`config.mk`:
```
export PLATFORM = sky130hd
export DESIGN_NAME = rlsb_status_bank
export DESIGN_NICKNAME = d
export VERILOG_FILES = /design/src/hdl/rlsb_pkg.sv /design/src/hdl/rlsb_status_bank.sv
export SDC_FILE = /design/constraint.sdc
export NUM_CORES = 1
export LEC_CHECK = 0
export BUFFER_PORTS_ARGS = -buffer_cell sky130_fd_sc_hd__buf_2
export CORE_AREA = 3 3 107 109
export DETAILED_ROUTE_END_ITERATION = 8
export DIE_AREA = 0 0 110 112
export PLACE_DENSITY = 0.77
export RECOVER_POWER = 25
export SYNTH_ARGS = -nofsm -noshare
export SYNTH_HDL_FRONTEND = slang
export SYNTH_SLANG_ARGS = --single-unit
```
`constraint.sdc`:
```
create_clock -name sys_clk -period 3.1 [get_ports sys_clk]
set_input_delay 0.465 -clock sys_clk [delete_from_list [all_inputs] [get_ports sys_clk]]
set_output_delay 0.465 -clock sys_clk [all_outputs]
set_load 0.01 [all_outputs]
```
`src/hdl/rlsb_pkg.sv`:
```
/*
 * rlsb_pkg: offsets, field positions, reset values, timing and carrier
 * types for the receive latched status bank.
 * Assumes a single 20 MHz system clock and an 8-bit host register port.
 */
package rlsb_pkg;

	// register offsets on the 8-bit host port
	localparam logic [7:0] OFF_MSG_STATUS = 8'h94;
	localparam logic [7:0] OFF_LINK_STATUS = 8'h96;
	localparam logic [7:0] OFF_SIG_CHG_1_8 = 8'h98;
	localparam logic [7:0] OFF_SIG_CHG_9_16 = 8'h99;
	localparam logic [7:0] OFF_SIG_CHG_17_24 = 8'h9A;
	localparam logic [7:0] OFF_SIG_CHG_25_32 = 8'h9B;
	localparam logic [7:0] OFF_SPARE_CODE_HI = 8'h9C;

	// reset values
	localparam logic [7:0] RST_BYTE = 8'h00;

	// message status field positions
	localparam int MSG_OVERRUN_BIT = 5;
	localparam int MSG_OPEN_BYTE_BIT = 4;
	localparam int MSG_PKT_END_BIT = 3;
	localparam int MSG_PKT_START_BIT = 2;
	localparam int MSG_HWM_BIT = 1;
	localparam int MSG_NOT_EMPTY_BIT = 0;

	// link status field positions, 1.544 mode
	localparam int LNK_RAI_CI_BIT = 5;
	localparam int LNK_AIS_CI_BIT = 4;
	localparam int LNK_SLC_ALIGN_BIT = 3;
	localparam int LNK_DL_FULL_BIT = 2;
	localparam int LNK_BOC_CLEAR_BIT = 1;
	localparam int LNK_BOC_DETECT_BIT = 0;
	// link status field positions, 2.048 mode
	localparam int LNK_SPARE6_BIT = 1;
	localparam int LNK_SPARE_CHG_BIT = 0;

	// signalling change banks
	localparam int SIG_BANKS = 4;
	localparam int SIG_BANK_E1_ONLY = 3;
	localparam int CHANNELS = 32;
	localparam int SPARE_BITS = 5;

	// spare-code pattern length handling
	localparam int CODE_BYTE_BITS = 8;
	localparam logic [3:0] CODE_LEN_HI_FULL = 4'h8;

	// free-running multiframe period in the 2.048 mode
	localparam int CLK_KHZ = 20000;
	localparam int MF_E1_PERIOD_US = 2000;
	localparam int MF_E1_CYCLES = (MF_E1_PERIOD_US * CLK_KHZ) / 1000;

	// host access carrier
	typedef struct packed {
		logic wr;
		logic rd;
		logic [7:0] addr;
		logic [7:0] wdata;
	} rlsb_host_req_s;

	// message receiver event carrier
	typedef struct packed {
		logic overrun;
		logic opening_byte_at_head;
		logic end_valid;
		logic end_crc_error;
		logic end_abort;
		logic packet_start;
		logic above_high_watermark;
		logic buffer_not_empty;
	} rlsb_msg_evt_s;

	// framer line-link event carrier
	typedef struct packed {
		logic remote_alarm_ci_pattern;
		logic remote_alarm_present;
		logic alarm_indication_ci_pattern;
		logic alarm_indication_present;
		logic subscriber_carrier_alignment;
		logic slc_data_ready;
		logic data_link_full_event;
		logic bit_message_detect;
		logic bit_message_clear;
		logic spare6_codeword_detect;
		logic spare_sample;
		logic [SPARE_BITS-1:0] spare_bits;
	} rlsb_link_evt_s;

endpackage

```
`src/hdl/rlsb_status_bank.sv`:
```
/*
 * rlsb_status_bank: receive latched status of one framer channel.
 * Latches message-receiver, line-link and signalling change events for
 * host software, clear on read, and holds the first spare-code register.
 * Assumes all event inputs come from logic on sys_clk; the host port is
 * a synchronous one-cycle read or write strobe with an 8-bit address.
 *
 * Surroundings expected:
 * - the framer, message receiver and signalling extractor hand over
 *   one-cycle event pulses, or levels where a rising edge is the event;
 * - the mask and summary registers that turn these latches into an
 *   interrupt line live outside, except the signalling summary pulse;
 * - the spare-code detector itself lives outside and consumes the
 *   care mask, the masked pattern and the restart pulse;
 * - the second spare-code byte lives outside; for lengths up to eight
 *   the detector must ignore it entirely;
 * - reads clear status at the same edge that loads host_rdata,
 *   so software must not issue a speculative read of a status register;
 * - every latch gives priority to a new event over a clearing read, so
 *   an event arriving during the read is seen on the next read.
 */
//
// Behaviour
// - 1.544: multiframe event per superframe, 1.5/3ms
// - 2.048: event every 2.0ms, free-running without CAS
// - every message status bit latched, can interrupt
// - overrun flag when buffer full stops packet
// - opening-byte flag when head byte starts message
// - packet-end on good end or fault; read clears
// - packet-start on opening byte; read clears
// - high-watermark flag on rising crossing
// - not-empty flag on empty to occupied edge
// - remote-alarm CI flag: extended superframe, alarm present
// - alarm-indication CI flag only while AIS present
// - alignment flag when pattern found, data ready
// - data link full flag each filled byte
// - bit message detect and clear flags
// - 2.048: spare-bit-6 codeword flag
// - 2.048: enabled spare bit change flag
// - per-channel signalling change bits, fourth bank 2.048
// - summary only for enabled channels, masked interrupt
// - signalling change bit held until read
// - 2.048 CAS: bank LSBs carry alignment slots
// - spare-code write restarts detector integration
// - top code bit first; short lengths ignore bits
// - beyond-length bits ignored; second byte ignored
`timescale 1ns/100ps
`default_nettype none

module rlsb_status_bank #(
	parameter int MF_CYCLES = rlsb_pkg::MF_E1_CYCLES,
	parameter int MF_CNT_W = 16
) (
	input wire logic sys_clk,
	input wire logic sys_rst,
	input wire rlsb_pkg::rlsb_host_req_s host_req,
	output logic [7:0] host_rdata,
	input wire logic mode_e1,
	input wire logic esf_mode,
	input wire logic cas_enable,
	input wire logic superframe_boundary,
	input wire logic cas_mf_boundary,
	input wire rlsb_pkg::rlsb_msg_evt_s msg_evt,
	input wire rlsb_pkg::rlsb_link_evt_s link_evt,
	input wire logic [rlsb_pkg::SPARE_BITS-1:0] spare_bit_select_mask,
	input wire logic [rlsb_pkg::CHANNELS-1:0] sig_state_change,
	input wire logic [rlsb_pkg::CHANNELS-1:0] signalling_change_enable,
	input wire logic event_interrupt_mask,
	input wire logic [3:0] spare_code_length,
	output logic multiframe_event,
	output logic signalling_change_summary,
	output logic interrupt_out_n,
	output logic [7:0] spare_code_care,
	output logic [7:0] spare_code_pattern,
	output logic spare_code_restart
);

	// last count of the free-running base; MF_CYCLES must fit MF_CNT_W
	localparam logic [MF_CNT_W-1:0] MF_LAST = MF_CNT_W'(MF_CYCLES - 1);


	// host strobes decoded per register
	logic rd_msg, rd_link, wr_code;
	logic [rlsb_pkg::SIG_BANKS-1:0] rd_sig;
	assign rd_msg = host_req.rd && (host_req.addr == rlsb_pkg::OFF_MSG_STATUS);
	assign rd_link = host_req.rd && (host_req.addr == rlsb_pkg::OFF_LINK_STATUS);
	assign wr_code = host_req.wr && (host_req.addr == rlsb_pkg::OFF_SPARE_CODE_HI);
	assign rd_sig[0] = host_req.rd && (host_req.addr == rlsb_pkg::OFF_SIG_CHG_1_8);
	assign rd_sig[1] = host_req.rd && (host_req.addr == rlsb_pkg::OFF_SIG_CHG_9_16);
	assign rd_sig[2] = host_req.rd && (host_req.addr == rlsb_pkg::OFF_SIG_CHG_17_24);
	assign rd_sig[3] = host_req.rd && (host_req.addr == rlsb_pkg::OFF_SIG_CHG_25_32);

	// ---------------------------------------------------------------
	// multiframe event generation
	logic [MF_CNT_W-1:0] mf_cnt_r;
	logic mf_free_tick;
	assign mf_free_tick = (mf_cnt_r == MF_LAST);


	// free-running 2.0 ms base, used when CAS is off; it keeps counting
	// in every mode so the boundary stays arbitrary but regular
	always_ff @(posedge sys_clk or posedge sys_rst) begin
		if (sys_rst) begin
			mf_cnt_r <= '0;
		end else if (mf_free_tick) begin
			mf_cnt_r <= '0;
		end else begin
			mf_cnt_r <= mf_cnt_r + 1'b1;
		end
	end


	// one pulse per multiframe boundary for the selected line mode;
	// the framer boundaries pass through with one cycle of delay
	always_ff @(posedge sys_clk or posedge sys_rst) begin
		if (sys_rst) begin
			multiframe_event <= 1'b0;
		end else if (!mode_e1) begin
			multiframe_event <= superframe_boundary;
		end else if (cas_enable) begin
			multiframe_event <= cas_mf_boundary;
		end else begin
			multiframe_event <= mf_free_tick;
		end
	end

	// ---------------------------------------------------------------
	// message receiver status
	logic hwm_d_r, ne_d_r;
	logic [7:0] msg_set, msg_r;


	// previous levels for rising-edge detection; both idle low after
	// reset, so a buffer already occupied at release gives one event
	always_ff @(posedge sys_clk or posedge sys_rst) begin
		if (sys_rst) begin
			hwm_d_r <= 1'b0;
			ne_d_r <= 1'b0;
		end else begin
			hwm_d_r <= msg_evt.above_high_watermark;
			ne_d_r <= msg_evt.buffer_not_empty;
		end
	end


	// event sources of the message status byte; an overrun also ends
	// the packet, so it sets the packet-end bit in the same cycle
	always_comb begin
		msg_set = '0;
		msg_set[rlsb_pkg::MSG_OVERRUN_BIT] = msg_evt.overrun;
		msg_set[rlsb_pkg::MSG_OPEN_BYTE_BIT] = msg_evt.opening_byte_at_head;
		msg_set[rlsb_pkg::MSG_PKT_END_BIT] = msg_evt.end_valid | msg_evt.end_crc_error
			| msg_evt.overrun | msg_evt.end_abort;
		msg_set[rlsb_pkg::MSG_PKT_START_BIT] = msg_evt.packet_start;
		msg_set[rlsb_pkg::MSG_HWM_BIT] = msg_evt.above_high_watermark & ~hwm_d_r;
		msg_set[rlsb_pkg::MSG_NOT_EMPTY_BIT] = msg_evt.buffer_not_empty & ~ne_d_r;
	end

	// latched, cleared by a read, a new event wins over the clear
	always_ff @(posedge sys_clk or posedge sys_rst) begin
		if (sys_rst) begin
			msg_r <= rlsb_pkg::RST_BYTE;
		end else begin
			msg_r <= (msg_r & {8{~rd_msg}}) | msg_set;
		end
	end

	// ---------------------------------------------------------------
	// line-link status, bit meaning depends on line mode
	logic spare_sample_d_r;
	logic [rlsb_pkg::SPARE_BITS-1:0] spare_prev_r;
	logic spare_change;
	logic [7:0] link_set, link_r;


	// previous spare bits, compared only at each new sample; the primed
	// flag stops a false change against the reset value
	always_ff @(posedge sys_clk or posedge sys_rst) begin
		if (sys_rst) begin
			spare_prev_r <= '0;
			spare_sample_d_r <= 1'b0;
		end else begin
			spare_sample_d_r <= spare_sample_d_r | link_evt.spare_sample;
			if (link_evt.spare_sample) begin
				spare_prev_r <= link_evt.spare_bits;
			end
		end
	end

	// first sample only primes the history
	assign spare_change = link_evt.spare_sample && spare_sample_d_r
		&& (|((link_evt.spare_bits ^ spare_prev_r) & spare_bit_select_mask));


	// event sources of the link status byte; sources of the other line
	// mode are held off, but bits latched before a mode switch stay until read
	always_comb begin
		link_set = '0;
		if (mode_e1) begin
			link_set[rlsb_pkg::LNK_SPARE6_BIT] = link_evt.spare6_codeword_detect;
			link_set[rlsb_pkg::LNK_SPARE_CHG_BIT] = spare_change;
		end else begin
			link_set[rlsb_pkg::LNK_RAI_CI_BIT] = link_evt.remote_alarm_ci_pattern
				& esf_mode & link_evt.remote_alarm_present;
			link_set[rlsb_pkg::LNK_AIS_CI_BIT] = link_evt.alarm_indication_ci_pattern
				& link_evt.alarm_indication_present;
			link_set[rlsb_pkg::LNK_SLC_ALIGN_BIT] = link_evt.subscriber_carrier_alignment
				& link_evt.slc_data_ready;
			link_set[rlsb_pkg::LNK_DL_FULL_BIT] = link_evt.data_link_full_event;
			link_set[rlsb_pkg::LNK_BOC_CLEAR_BIT] = link_evt.bit_message_clear;
			link_set[rlsb_pkg::LNK_BOC_DETECT_BIT] = link_evt.bit_message_detect;
		end
	end

	// latched, cleared by a read, a new event wins over the clear
	always_ff @(posedge sys_clk or posedge sys_rst) begin
		if (sys_rst) begin
			link_r <= rlsb_pkg::RST_BYTE;
		end else begin
			link_r <= (link_r & {8{~rd_link}}) | link_set;
		end
	end

	// ---------------------------------------------------------------
	// signalling change banks; in 2.048 CAS the LSB of bank 0 and bank 2
	// carry the alignment slot and the reserved/alarm slot as fed in
	logic [rlsb_pkg::CHANNELS-1:0] sig_set;
	logic [7:0] sig_r [rlsb_pkg::SIG_BANKS];

	genvar gb;
	generate
		for (gb = 0; gb < rlsb_pkg::SIG_BANKS; gb++) begin : g_sig
			logic bank_on;
			assign bank_on = (gb != rlsb_pkg::SIG_BANK_E1_ONLY) || mode_e1;
			assign sig_set[gb*8 +: 8] = sig_state_change[gb*8 +: 8] & {8{bank_on}};

			// held until its bank is read
			always_ff @(posedge sys_clk or posedge sys_rst) begin
				if (sys_rst) begin
					sig_r[gb] <= rlsb_pkg::RST_BYTE;
				end else begin
					sig_r[gb] <= (sig_r[gb] & {8{~rd_sig[gb]}})
						| sig_set[gb*8 +: 8];
				end
			end
		end
	endgenerate


	// summary event for enabled channels and its masked interrupt request;
	// the interrupt pulse is a request, its latch lives outside
	always_ff @(posedge sys_clk or posedge sys_rst) begin
		if (sys_rst) begin
			signalling_change_summary <= 1'b0;
			interrupt_out_n <= 1'b1;
		end else begin
			signalling_change_summary <= |(sig_set & signalling_change_enable);
			interrupt_out_n <= ~((|(sig_set & signalling_change_enable))
				& event_interrupt_mask);
		end
	end

	// ---------------------------------------------------------------
	// spare-code definition, high byte
	logic [7:0] code_r;


	// host write stores the pattern and restarts integration; any write,
	// even of the same value, restarts it
	always_ff @(posedge sys_clk or posedge sys_rst) begin
		if (sys_rst) begin
			code_r <= rlsb_pkg::RST_BYTE;
			spare_code_restart <= 1'b0;
		end else begin
			spare_code_restart <= wr_code;
			if (wr_code) begin
				code_r <= host_req.wdata;
			end
		end
	end

	// care mask: bit 7 is the first pattern bit, bit i counts at length > 7-i
	logic [7:0] care_nxt;
	genvar gc;
	generate
		for (gc = 0; gc < rlsb_pkg::CODE_BYTE_BITS; gc++) begin : g_care
			assign care_nxt[gc] = (spare_code_length >
				4'(rlsb_pkg::CODE_BYTE_BITS - 1 - gc));
		end
	endgenerate


	// registered care mask and masked pattern for the detector; the
	// pattern lags the stored byte by one cycle after a write
	always_ff @(posedge sys_clk or posedge sys_rst) begin
		if (sys_rst) begin
			spare_code_care <= rlsb_pkg::RST_BYTE;
			spare_code_pattern <= rlsb_pkg::RST_BYTE;
		end else begin
			spare_code_care <= care_nxt;
			spare_code_pattern <= code_r & care_nxt;
		end
	end

	// ---------------------------------------------------------------
	// read data, one cycle after the read strobe; unmapped reads zero
	always_ff @(posedge sys_clk or posedge sys_rst) begin
		if (sys_rst) begin
			host_rdata <= rlsb_pkg::RST_BYTE;
		end else if (host_req.rd) begin
			case (host_req.addr)
				rlsb_pkg::OFF_MSG_STATUS: begin
					host_rdata <= msg_r;
				end
				rlsb_pkg::OFF_LINK_STATUS: begin
					host_rdata <= link_r;
				end
				rlsb_pkg::OFF_SIG_CHG_1_8: begin
					host_rdata <= sig_r[0];
				end
				rlsb_pkg::OFF_SIG_CHG_9_16: begin
					host_rdata <= sig_r[1];
				end
				rlsb_pkg::OFF_SIG_CHG_17_24: begin
					host_rdata <= sig_r[2];
				end
				rlsb_pkg::OFF_SIG_CHG_25_32: begin
					host_rdata <= sig_r[3];
				end
				rlsb_pkg::OFF_SPARE_CODE_HI: begin
					host_rdata <= code_r;
				end
				default: begin
					host_rdata <= rlsb_pkg::RST_BYTE; // unmapped reads zero
				end
			endcase
		end
	end

endmodule

`default_nettype wire

```
Word-level counts from Yosys, hierarchy flattened
Index checks and enable logic that the tools add are counted.
Widths: inputs -> output; s select.

word-level totals
  bits in registers = 108
  bits of input ports = 123
  output and inout bits = 28
  logic and storage cells = 90

cells by class
  add/subtract/negate cells = 1
  $lt $le $gt $ge = 8
  eq/ne operators = 8
  mux-type cells = 6
  bitwise logic cells = 37
  reductions and logical operators = 11

operators with widths
  kind                   number
  $and 8x8->8            8
  $eq 8x8->1 const B     7
  $pmux 8 s7             1
  $and 32x32->32         1
  $or 8x8->8             4
  $reduce_or 32->1       1
  $add 16x1->16 const B  1
  $eq 16x16->1 const B   1
  $gt 4x3->1 const B     4
  $mux 16                1
  $or 8x6->8             2
  $logic_and 1x1->1      9
  $not 1->1              9
  $gt 4x1->1 const B     2
  $gt 4x2->1 const B     2
  $and 1x1->1            7
  $and 5x5->5            1
  $reduce_or 5->1        1
  $xor 5x5->5            1
  $mux 4                 1
  $or 1x1->1             4
  $mux 1                 2
  $mux 2                 1

Depth between registers and ports, before layout
Gate-level depths: netlist of the first run.

  word-level depth = 6
  depth in mapped cells = 7
  depth with buffers taken out = 4

Worst setup path after synthesis of the first run
No wires, ideal clock.

  kind = input -> register
  start point = input host_req[14] (netlist bit)
  end point = register sig_r[10] (netlist bit)
  setup time = 0.118 ns
  arrival = 1.575 ns
  required time = 2.982 ns
  path slack = 1.407 ns
  stages = 7
  buffers on the path = 3
  cell sequence = and4bb_1 > buf_4 > and3b_1 > buf_6 > nand4b_4 > buf_6 > a21o_1

between the ends
  longest elaborated chain between the ends = 5

ends and longest elaborated chain
  item                            RTL line                 text
  start: declaration              rlsb_status_bank.sv:56   input wire rlsb_pkg::rlsb_host_req_s host_req,
  $eq 8x8->1                      rlsb_status_bank.sv:90   assign rd_sig[2] = host_req.rd && (host_req.addr == rlsb_pkg::OFF_SIG_CHG_17_24);
  $logic_and 1x1->1               rlsb_status_bank.sv:90
  $not 1->1                       rlsb_status_bank.sv:242  sig_r[gb] <= (sig_r[gb] & {8{~rd_sig[gb]}})
  $and 8x8->8                     rlsb_status_bank.sv:242
  $or 8x8->8                      rlsb_status_bank.sv:243  | sig_set[gb*8 +: 8];
  end signal: indexed assignment  rlsb_status_bank.sv:240  sig_r[gb] <= rlsb_pkg::RST_BYTE;
  end signal: indexed assignment  rlsb_status_bank.sv:242
  end: declaration                rlsb_status_bank.sv:228  logic [7:0] sig_r [rlsb_pkg::SIG_BANKS];

No other way between the ends.
A chain may end at the register's enable or synchronous reset.

==> results of run 1 <==
synth_stat cells, types with 2 or more instances:
cell,instances,area (µm²)
o2bb2ai_1,3,26.28
nand4_1,12,75.07
o21ai_0,4,20.02
nand2_1,17,63.81
a32o_1,2,20.02
and4_1,3,26.28
and3_1,5,31.28
dfrtp_1,107,2678
nor2b_1,5,31.28
o221ai_2,3,45.04
a221o_1,2,20.02
a31oi_1,3,18.77
and2_1,11,68.82
buf_4,2,15.01
nand3_1,5,25.02
xnor2_1,5,43.79
nand4b_1,2,17.52
o221ai_1,2,17.52
o22ai_1,7,43.79
xor2_1,12,105.1
nand3b_1,4,30.03
a21oi_1,8,40.04
buf_2,8,40.04
a22oi_1,19,142.6
or3_1,3,18.77
inv_1,12,45.04
a32oi_1,2,17.52
nand3_2,2,20.02
clkbuf_1,5,18.77
or2_2,3,18.77
nor4_1,2,12.51
nor2_1,16,60.06
a22o_1,11,96.34
mux2_2,17,191.4
a21o_1,29,217.7
buf_6,2,22.52
mux2i_1,19,190.2
nand4b_4,2,47.55
cells by family (layout without fill, tap and decap cells):
family | after synthesis | in the layout | synth area share, %
fa+ha+maj | 1 | 1 | 0.2611
compound gates | 99 | 99 | 15.90
mux | 36 | 36 | 7.963
xor+xnor | 17 | 17 | 3.107
buf+inv | 29 | 181 | 2.950
flops | 108 | 108 | 56.42
simple gates | 101 | 101 | 13.39
routing by layer:
layer | GRT usage [%] | up-vias | wire length (µm)
li1 | - | 1746 | -
met1 | 25.44 | 1782 | 5018
met2 | 31.67 | 113 | 5754
met3 | 5.681 | 15 | 756
met4 | 5.071 | 0 | 181
met5 | 0 | - | 0
power breakdown:
part | total (W) | switching (W) | internal [W]
Sequential | 0.00145 | 0.0000138 | 0.00144
Combinational | 0.000261 | 0.000141 | 0.000120
Clock | 0.000817 | 0.000496 | 0.000321
Total | 0.00253 | 0.000651 | 0.00188
final cells by class:
type	count	area share (%)
repair buffers	153	13.17
inverters	12	0.7952
multi-input cells	254	33.44
clock buffers	10	2.364
clock inverters	6	0.7737
flip-flops and latches	108	46.44
well taps	140	3.009
sequential cells by signal, summed over array words and instances, names as in the netlist:
signal / flops
hwm_d_r: 1
code_r: 8
interrupt_out_n: 1
spare_code_pattern: 8
spare_code_restart: 1
multiframe_event: 1
spare_code_care: 8
host_rdata: 8
sig_r: 32
spare_sample_d_r: 1
link_r: 8
ne_d_r: 1
signalling_change_summary: 1
msg_r: 8
mf_cnt_r: 16
spare_prev_r: 5
final timing paths:
check / endpoint / slack (ns) / cells after the start
min reg2reg: msg_r[1] / 0.44 / 1
min: ne_d_r / 0.21 / 1
max: code_r[0] / 1.13 / 3
max in group sys_clk: sig_r[26] / 1.29 / 5
min in group asynchronous: ne_d_r / 0.44 / 2
max reg2reg: mf_cnt_r[3] / 1.33 / 4
stage by stage:
| step | area [µm²] | setup WS (ns) | hold WS, ns | total power, W |
|---|---|---|---|---|
| finish | 5822 | 1.127 | 0.2078 | 0.002528 |
| global route | 5822 | 0.7115 | 0.1862 | 0.002636 |
| CTS | 5843 | 1.309 | 0.1877 | 0.002558 |
| detailed placement | 5660 | 0.9243 | 0.4303 | 0.001745 |
| global placement | 5660 | 0.9680 | 0.4052 | 0.001736 |
| floorplan | 4796 | 1.334 | 0.3996 | 0.001605 |
worst max-delay path, stage by stage:
cell and delay (ns):
buf_2 0.10, clkinvlp_2 0.88, clkbuf_2 0.88
==> results.yml, run 1 <==
outcome:
  status: "complete, but fails checks"
  violations: "capacitance limit, slew limit"
sta:
  setup_violations: 0
  grt_setup_unrepaired: "false"
  hold_viol: 0
  period_minus_slack_ns: 1.973
  finalCritPeriodShare_pct: 63.65
  relSlewSlack_pct: -3.495
  setup-tns-final_ns: 0
  maxSlewViolCount: 37
  worst_pin_slew_ns: 1.544
  fmax_mhz: 506.8
  skew_ns: 0.01537
critical_path:
  path_max_fanout: 39
  reg2reg_from: "mf_cnt_r[8]"
  critPathLaunch: "sys_rst"
  endpoint_kind: "asynchronous set/reset pin"
  start_kind: "primary input"
  critical_path_class: "primary input to asynchronous set/reset pin"
  cp_data_required_time_ns: 3.48
  cp.arrival_ns: 2.35
synth:
  syn_inst: 391
  ys_warn_count: 0
  yosys_register_bits: 108
  postSynth.asyncResetShare_pct: 100.0
  syn-num-nets: 515
  synth-main-ff-cell: "dfrtp_1"
  synth.distinct_cells: 53
  synth-seq-area-share_pct: 56.42
  synth-edff-count: 0
  syn_area_um2: 4792
  syn_avg_cell_area_um2: 12.26
clock_tree:
  hold_buffers: 0
  postCtsSetupBuffers: 0
  cts_resized: 0
  cts_tree: "built"
  clk_path_buf_depth: 2
  clk_pin_slew_ns: 0.11
  htreeDepth: 3
  cts_sinks: 108
  cts_buffers: 9
  root_buffer: "clkbuf_8"
  insertion_delay_ns: 0.37
place:
  dp_cells: 667
  portBuffers: 150
  hpwl_mm: 9.068
  gp_congestion: 0.7990
power:
  powerDensity_nw_per_um2: 434.2
  ir_worst_vdd_v: 0.0002676
  p_leak_nw: 2.755
drt:
  via_per_inst: 5.353
  routedWlPerCell_um: 17.14
  ant_nets: 0
  vias: 3656
  drcViolationCount: 0
  drt_pass1_iterations: 5
  drt_iter0_drc: 110
  routed_wl_mm: 11.71
layout:
  utilization_pct: 54.42
  fillCellCount: 975
  layout_common_cells: "buf_2, dfrtp_1, a21o_1, a22oi_1, mux2i_1"
  multi_input_area_um2: 1947
  final_cell_count_no_fill: 683
  regArea_um2: 2704
  diodes: 0
  layout_commonest_cell: "buf_2"
  drive_gt1_share_pct: 36.83
  syn2layout_area_growth_pct: 21.49
  nNetsFinal: 662
floorplan:
  start_util_pct: 44.80
  fp.dieW_um: 110
  coreArea_um2: 10700
  dieArea_um2: 12320
  io_pins: 151
  dieHeight_um: 112
  rows: 38
flow_run:
  cap_viol_max_count: 1
grt:
  globalRouteTotalUtil_pct: 19.47
  grt_pass1_wl_mm: 18.53
  overflow: 0
  grt_pass1_vias: 3738
  grt_max_degree: 40
  antenna_found_initial: 0
worst_hold_path:
  min-delay-start: "msg_evt[0]"
  hold_path_class: "primary input to flop"
No activity file was read; power rests on OpenSTA's default activity.
==> run 2: changes to the inputs <==
--- a/config.mk
+++ b/config.mk
@@ -5,11 +5,12 @@
 export SDC_FILE = /design/constraint.sdc
 export NUM_CORES = 1
 export LEC_CHECK = 0
+export ABC_AREA = 1
 export BUFFER_PORTS_ARGS = -buffer_cell sky130_fd_sc_hd__buf_2
-export CORE_AREA = 3 3 107 109
+export CORE_AREA = 3 3 109 111
 export DETAILED_ROUTE_END_ITERATION = 8
-export DIE_AREA = 0 0 110 112
-export PLACE_DENSITY = 0.77
+export DIE_AREA = 0 0 112 114
+export PLACE_DENSITY = 0.79
 export RECOVER_POWER = 25
 export SYNTH_ARGS = -nofsm -noshare
 export SYNTH_HDL_FRONTEND = slang
==> constraint.sdc (replaced) <==
create_clock -name sys_clk -period 1.8 [get_ports sys_clk]
set_input_delay 0.27 -clock sys_clk [delete_from_list [all_inputs] [get_ports sys_clk]]
set_output_delay 0.27 -clock sys_clk [all_outputs]
set_load 0.01 [all_outputs]
==> run 2 against run 1 <==
Compared with the run above: the run now ends clean; combinational power is 84% higher; routed wire length is 6.0% higher; setup slack worse by 0.87 ns.
==> results.yml, run 2 <==
outcome:
  status: "finished clean"
grt:
  grt_max_degree: 109
  grt_pass1_vias: 4282
  globalRouteTotalUtil_pct: 19.82
  grt_pass1_wl_mm: 20.29
  antenna_found_initial: 0
  overflow: 0
layout:
  layout_common_cells: "nand2_1, buf_2, dfrtp_1, inv_1, nand3_1"
  largest-register: "sig_r"
  syn2layout_area_growth_pct: 22.08
  layout_commonest_cell: "nand2_1"
  final_cell_count_no_fill: 939
  reg_top3: "sig_r: 32 flops, mf_cnt_r: 16 flops"
  nNetsFinal: 918
  stdcell_area_um2: 6301
  fillCellCount: 1018
  largest_reg_flops: 32
  drive_gt1_share_pct: 24.41
  diodes: 0
synth:
  synth-seq-area-share_pct: 52.39
  syn-num-nets: 761
  syn_area_um2: 5161
  synth-main-ff-cell: "dfrtp_1"
  netlist_top_cells_count: "nand2_1, dfrtp_1, inv_1"
  synth_top_area_share_pct: 51.88
  ys_warn_count: 0
  syn_inst: 637
  yosys_register_bits: 108
  synth-edff-count: 0
  synthMostInstantiatedCell: "nand2_1"
  yosys-top-cells-area: "dfrtp_1, nand2_1, nand3_1, inv_1, nor2_1"
  postSynth.asyncResetShare_pct: 100.0
  synth.distinct_cells: 37
  yosysTopAreaCell: "dfrtp_1"
  syn_avg_cell_area_um2: 8.102
drt:
  via_per_inst: 4.847
  drt_pass1_iterations: 4
  routedWlPerCell_um: 13.22
  ant_nets: 0
  vias: 4551
  drcViolationCount: 0
  drt_iter0_drc: 241
  routed_wl_mm: 12.41
place:
  portBuffers: 150
  pre_cts_ws_ns: 0.1868
  dp_cells: 921
  hpwl_mm: 9.764
  placed_cell_area_um2: 6078
  gp_congestion: 0.8402
flow_run:
  cap_viol_max_count: 0
floorplan:
  dieArea_um2: 12770
  coreArea_um2: 10890
  fp.dieW_um: 112
  rows: 38
  start_util_pct: 47.40
  io_pins: 151
  dieHeight_um: 114
critical_path:
  r2r_slack_ns: 0.25
  start_kind: "flop"
  crit_family: "simple AND/OR/NAND/NOR gates"
  critical_path_class: "flop to flop"
  crit_path_max_incr_delay_ns: 0.38
  reg2reg_from: "mf_cnt_r[0]"
  endpoint_kind: "flop"
  critPathLaunch: "mf_cnt_r[0]"
  rr_worst_depth: 8
  cp.arrival_ns: 1.79
  crit_chain: "ha_1 > nand2_1 > inv_1 > nand2_1 > nor3_1 > nand2_1 > inv_1 > nor2_1"
  endpoint: "mf_cnt_r[11]"
  crit_cells: 8
  reg2reg_to: "mf_cnt_r[11]"
  cp_data_required_time_ns: 2.05
  crit_buf_inv: 2
  slowest_stage: "dfrtp_1"
  path_max_fanout: 8
  cp_common_cell: "nand2_1"
power:
  internal_power_w: 0.003433
  p_sw_share_pct: 25.23
  switchingPower_w: 0.001159
  powerDensity_nw_per_um2: 728.6
  power_frac_seq_pct: 55.0
  pwr-share-comb_pct: 10.5
  p_leak_nw: 3.493
  ir_worst_vdd_v: 0.0003956
  p_clk_share_pct: 34.5
clock_tree:
  cts_tree: "built"
  root_buffer: "clkbuf_8"
  cts_buffers: 9
  postCtsSetupBuffers: 0
  cts_sinks: 108
  clk_pin_slew_ns: 0.11
  clk_path_buf_depth: 2
  insertion_delay_ns: 0.37
  htreeDepth: 3
sta:
  fmax_mhz: 646.8
  hold_viol: 0
  relSlewSlack_pct: 5.089
  maxSlewViolCount: 0
  skew_ns: 0.009764
  finalCritPeriodShare_pct: 85.89
  period_minus_slack_ns: 1.546
  setup-tns-final_ns: 0
  setup_violations: 0
  grt_setup_unrepaired: "false"
  fin_ws_ns: 0.2540
  worst_pin_slew_ns: 1.424
worst_hold_path:
  hold_path_class: "primary input to flop"
## run 2: how the worst min path moves through the flow
stage,slack (ns),start,cells after the start,endpoint
after global placement,0.40,msg_evt[1],1,hwm_d_r
after floorplan,0.30,msg_evt[1],0,hwm_d_r
after detailed placement,0.40,msg_evt[1],1,hwm_d_r
after global routing,0.008,event_interrupt_mask,2,interrupt_out_n
after CTS,0.001,msg_evt[0],1,ne_d_r
final,0.02,event_interrupt_mask,2,interrupt_out_n
## run 2: power by group through the flow
| stage | logic, W | clock network, W | registers [W] |
|---|---|---|---|
| 5_1_grt | 0.000549 | 0.00173 | 0.00254 |
| 3_5_place_dp | 0.000493 | 0 | 0.00257 |
| 3_3_place_gp | 0.000485 | 0 | 0.00257 |
| 2_1_floorplan | 0.000225 | 0 | 0.00258 |
| 4_1_cts | 0.000495 | 0.00163 | 0.00253 |
| 6_report | 0.000481 | 0.00158 | 0.00253 |
## run 2: repair_timing
item | 4_1_cts | 5_1_grt
endpoints found under the hold margin | 1 | 1
hold buffers | 1 | 1
resized for setup | 0 | 0
## run 2: cells by family after synthesis
family	Yosys count	synth area share (%)
AOI/OAI and AO/OA	61	7.297
xor gates and xnor gates	13	2.206
adders and majority gates	1	0.2424
buffers and inverters	96	7.539
DFF	108	52.39
and+or+nand+nor	358	30.33
## run 2: metal layers
metal	routed length, µm	GRT usage [%]	part of all wire, %
met3	795	4.244	6.4
met5	0	0	0
met2	5890	32.41	47
met4	172	5.128	1.4
met1	5552	27.15	45
## run 2: cell type report
cell class	instances	area, µm²	share of cell area [%]
Timing Repair Buffer	159	819.5	13.01
Clock buffer	11	151.4	2.403
Sequential cell	108	2704	42.91
Tap cell	140	175.2	2.780
Multi-Input combinational cell	433	2068	32.82
Clock inverter	5	67.56	1.072
Inverter	83	315.3	5.004
## run 2: through the flow
stage / hold slack (ns) / total power [W] / util [%]
floorplan: 0.3014 / 0.002807 / -
global placement: 0.3950 / 0.003057 / 55.83
detailed placement: 0.3970 / 0.003066 / 55.83
CTS: 0.001405 / 0.004650 / 57.93
global route: 0.008208 / 0.004813 / 57.87
finish: 0.02080 / 0.004591 / 57.87
==> run 3: changes to the inputs <==
==> constraint.sdc (replaced) <==
create_clock -name sys_clk -period 1.8 [get_ports sys_clk]
set_input_delay 0.54 -clock sys_clk [delete_from_list [all_inputs] [get_ports sys_clk]]
set_output_delay 0.54 -clock sys_clk [all_outputs]
set_load 0.01 [all_outputs]
==> run 3 against run 2 <==
Compared with the run above: clock-buffer cell count increased by 1; design area decreased by 0.36%; sequential share of layout area increased by 0.15 points.
==> results.yml, run 3 (synthesis results as in run 2) <==
critical_path:
  crit_buf_inv: 2
  cp_common_cell: "nand2_1"
  crit_chain: "ha_1 > nand2_1 > inv_1 > nand2_1 > nor3_1 > nand2_1 > inv_1 > nor3_1"
  slowest_stage: "dfrtp_1"
  start_kind: "flop"
  cp.arrival_ns: 1.86
  crit_family: "simple AND/OR/NAND/NOR gates"
  crit_path_max_incr_delay_ns: 0.38
  endpoint_kind: "flop"
  path_max_fanout: 8
  cp_data_required_time_ns: 2.05
  critical_path_class: "flop to flop"
worst_hold_path:
  hold_path_class: "primary input to flop"
sta:
  setup_violations: 0
  maxSlewViolCount: 0
  period_minus_slack_ns: 1.604
  hold_viol: 0
  whs_ns: 0.2885
  fin_ws_ns: 0.1961
  fmax_mhz: 623.5
  worst_pin_slew_ns: 1.346
  relSlewSlack_pct: 10.29
  grt_setup_unrepaired: "false"
  skew_ns: 0.01121
  finalCritPeriodShare_pct: 89.11
clock_tree:
  cts_buffers: 9
  root_buffer: "clkbuf_8"
  cts_resized: 0
  hold_buffers: 0
  htreeDepth: 3
  insertion_delay_ns: 0.37
  clk_path_buf_depth: 2
  cts_sinks: 108
  cts_tree: "built"
  postCtsSetupBuffers: 0
  clk_pin_slew_ns: 0.10
grt:
  antenna_found_initial: 0
  grt_pass1_wl_mm: 19.93
  globalRouteTotalUtil_pct: 19.35
  grt_pass1_vias: 4283
  overflow: 0
  grt_max_degree: 109
drt:
  wl_met3_um: 677
  routedWlPerCell_um: 13.12
  drt_pass1_iterations: 5
  wl_met2_mm: 5.870
  wl_met1_mm: 5.640
  ant_nets: 0
  drt_iter0_drc: 248
  vias: 4539
  via_per_inst: 4.839
  drcViolationCount: 0
  routed_wl_mm: 12.31
  top_layer: "met4"
floorplan:
  start_util_pct: 47.40
  dieArea_um2: 12770
  rows: 38
  coreArea_um2: 10890
  fp.dieW_um: 112
  io_pins: 151
  dieHeight_um: 114
power:
  ir_worst_vdd_v: 0.0004085
  powerDensity_nw_per_um2: 709.5
  p_leak_nw: 3.463
  total_power_w: 0.004454
layout:
  reg_top3: "sig_r: 32 flops, mf_cnt_r: 16 flops"
  largest-register: "sig_r"
  fillCellCount: 1035
  nNetsFinal: 917
  diodes: 0
  layout_commonest_cell: "nand2_1"
  largest_reg_flops: 32
  layout_common_cells: "nand2_1, buf_2, dfrtp_1, inv_1, nand3_1"
  syn2layout_area_growth_pct: 21.65
  drive_gt1_share_pct: 24.06
outcome:
  status: "finished clean"
place:
  gp_congestion: 0.9020
  pre_cts_ws_ns: 0.09068
  portBuffers: 150
  hpwl_mm: 9.612
flow_run:
  cap_viol_max_count: 0
==> run 3: routing by layer <==
layer / track usage [%] / up-vias
met3: 3.501 / 11
met2: 32.09 / 123
li1: - / 2316
met5: 0 / -
met4: 4.567 / 0
met1: 26.73 / 2089
==> run 3: cell type report <==
type	count	area, µm²	area share [%]
Clock buffer	12	135.1	2.152
Clock inverter	4	52.55	0.8370
Inverter	83	312.8	4.982
Multi-Input combinational cell	433	2068	32.94
Sequential cell	108	2704	43.06
Tap cell	140	175.2	2.790
Timing Repair Buffer	158	830.8	13.23
==> run 3: stage by stage <==
stage / instance area [µm²] / utilization [%] / std cells / TNS, ns
finish: 6279 / 57.66 / 938 / 0
global route: 6279 / 57.66 / 938 / 0
CTS: 6299 / 57.85 / 938 / 0
detailed placement: 6111 / 56.13 / 922 / 0
global placement: 6111 / 56.13 / 922 / 0
floorplan: 5165 / - / 637 / -4.353
==> run 3: where the power goes <==
part / leakage (nW) / internal [W] / switching (W)
sequential: 1.15 / 0.00249 / 0.0000335
clock: 0.0828 / 0.000646 / 0.000801
combinational: 2.23 / 0.000201 / 0.000282
==> run 3: worst paths after layout <==
kind / startpoint / to / slack (ns) / cells past startpoint
worst min register to register: ne_d_r / msg_r[0] / 0.45 / 1
worst max-delay path: mf_cnt_r[0] / mf_cnt_r[6] / 0.20 / 8
worst min-delay path: msg_evt[1] / hwm_d_r / 0.29 / 1
min in group asynchronous: sys_rst / code_r[0] / 0.59 / 3
worst max register to register: mf_cnt_r[0] / mf_cnt_r[6] / 0.20 / 8
max in group asynchronous: sys_rst / mf_cnt_r[8] / 0.31 / 3
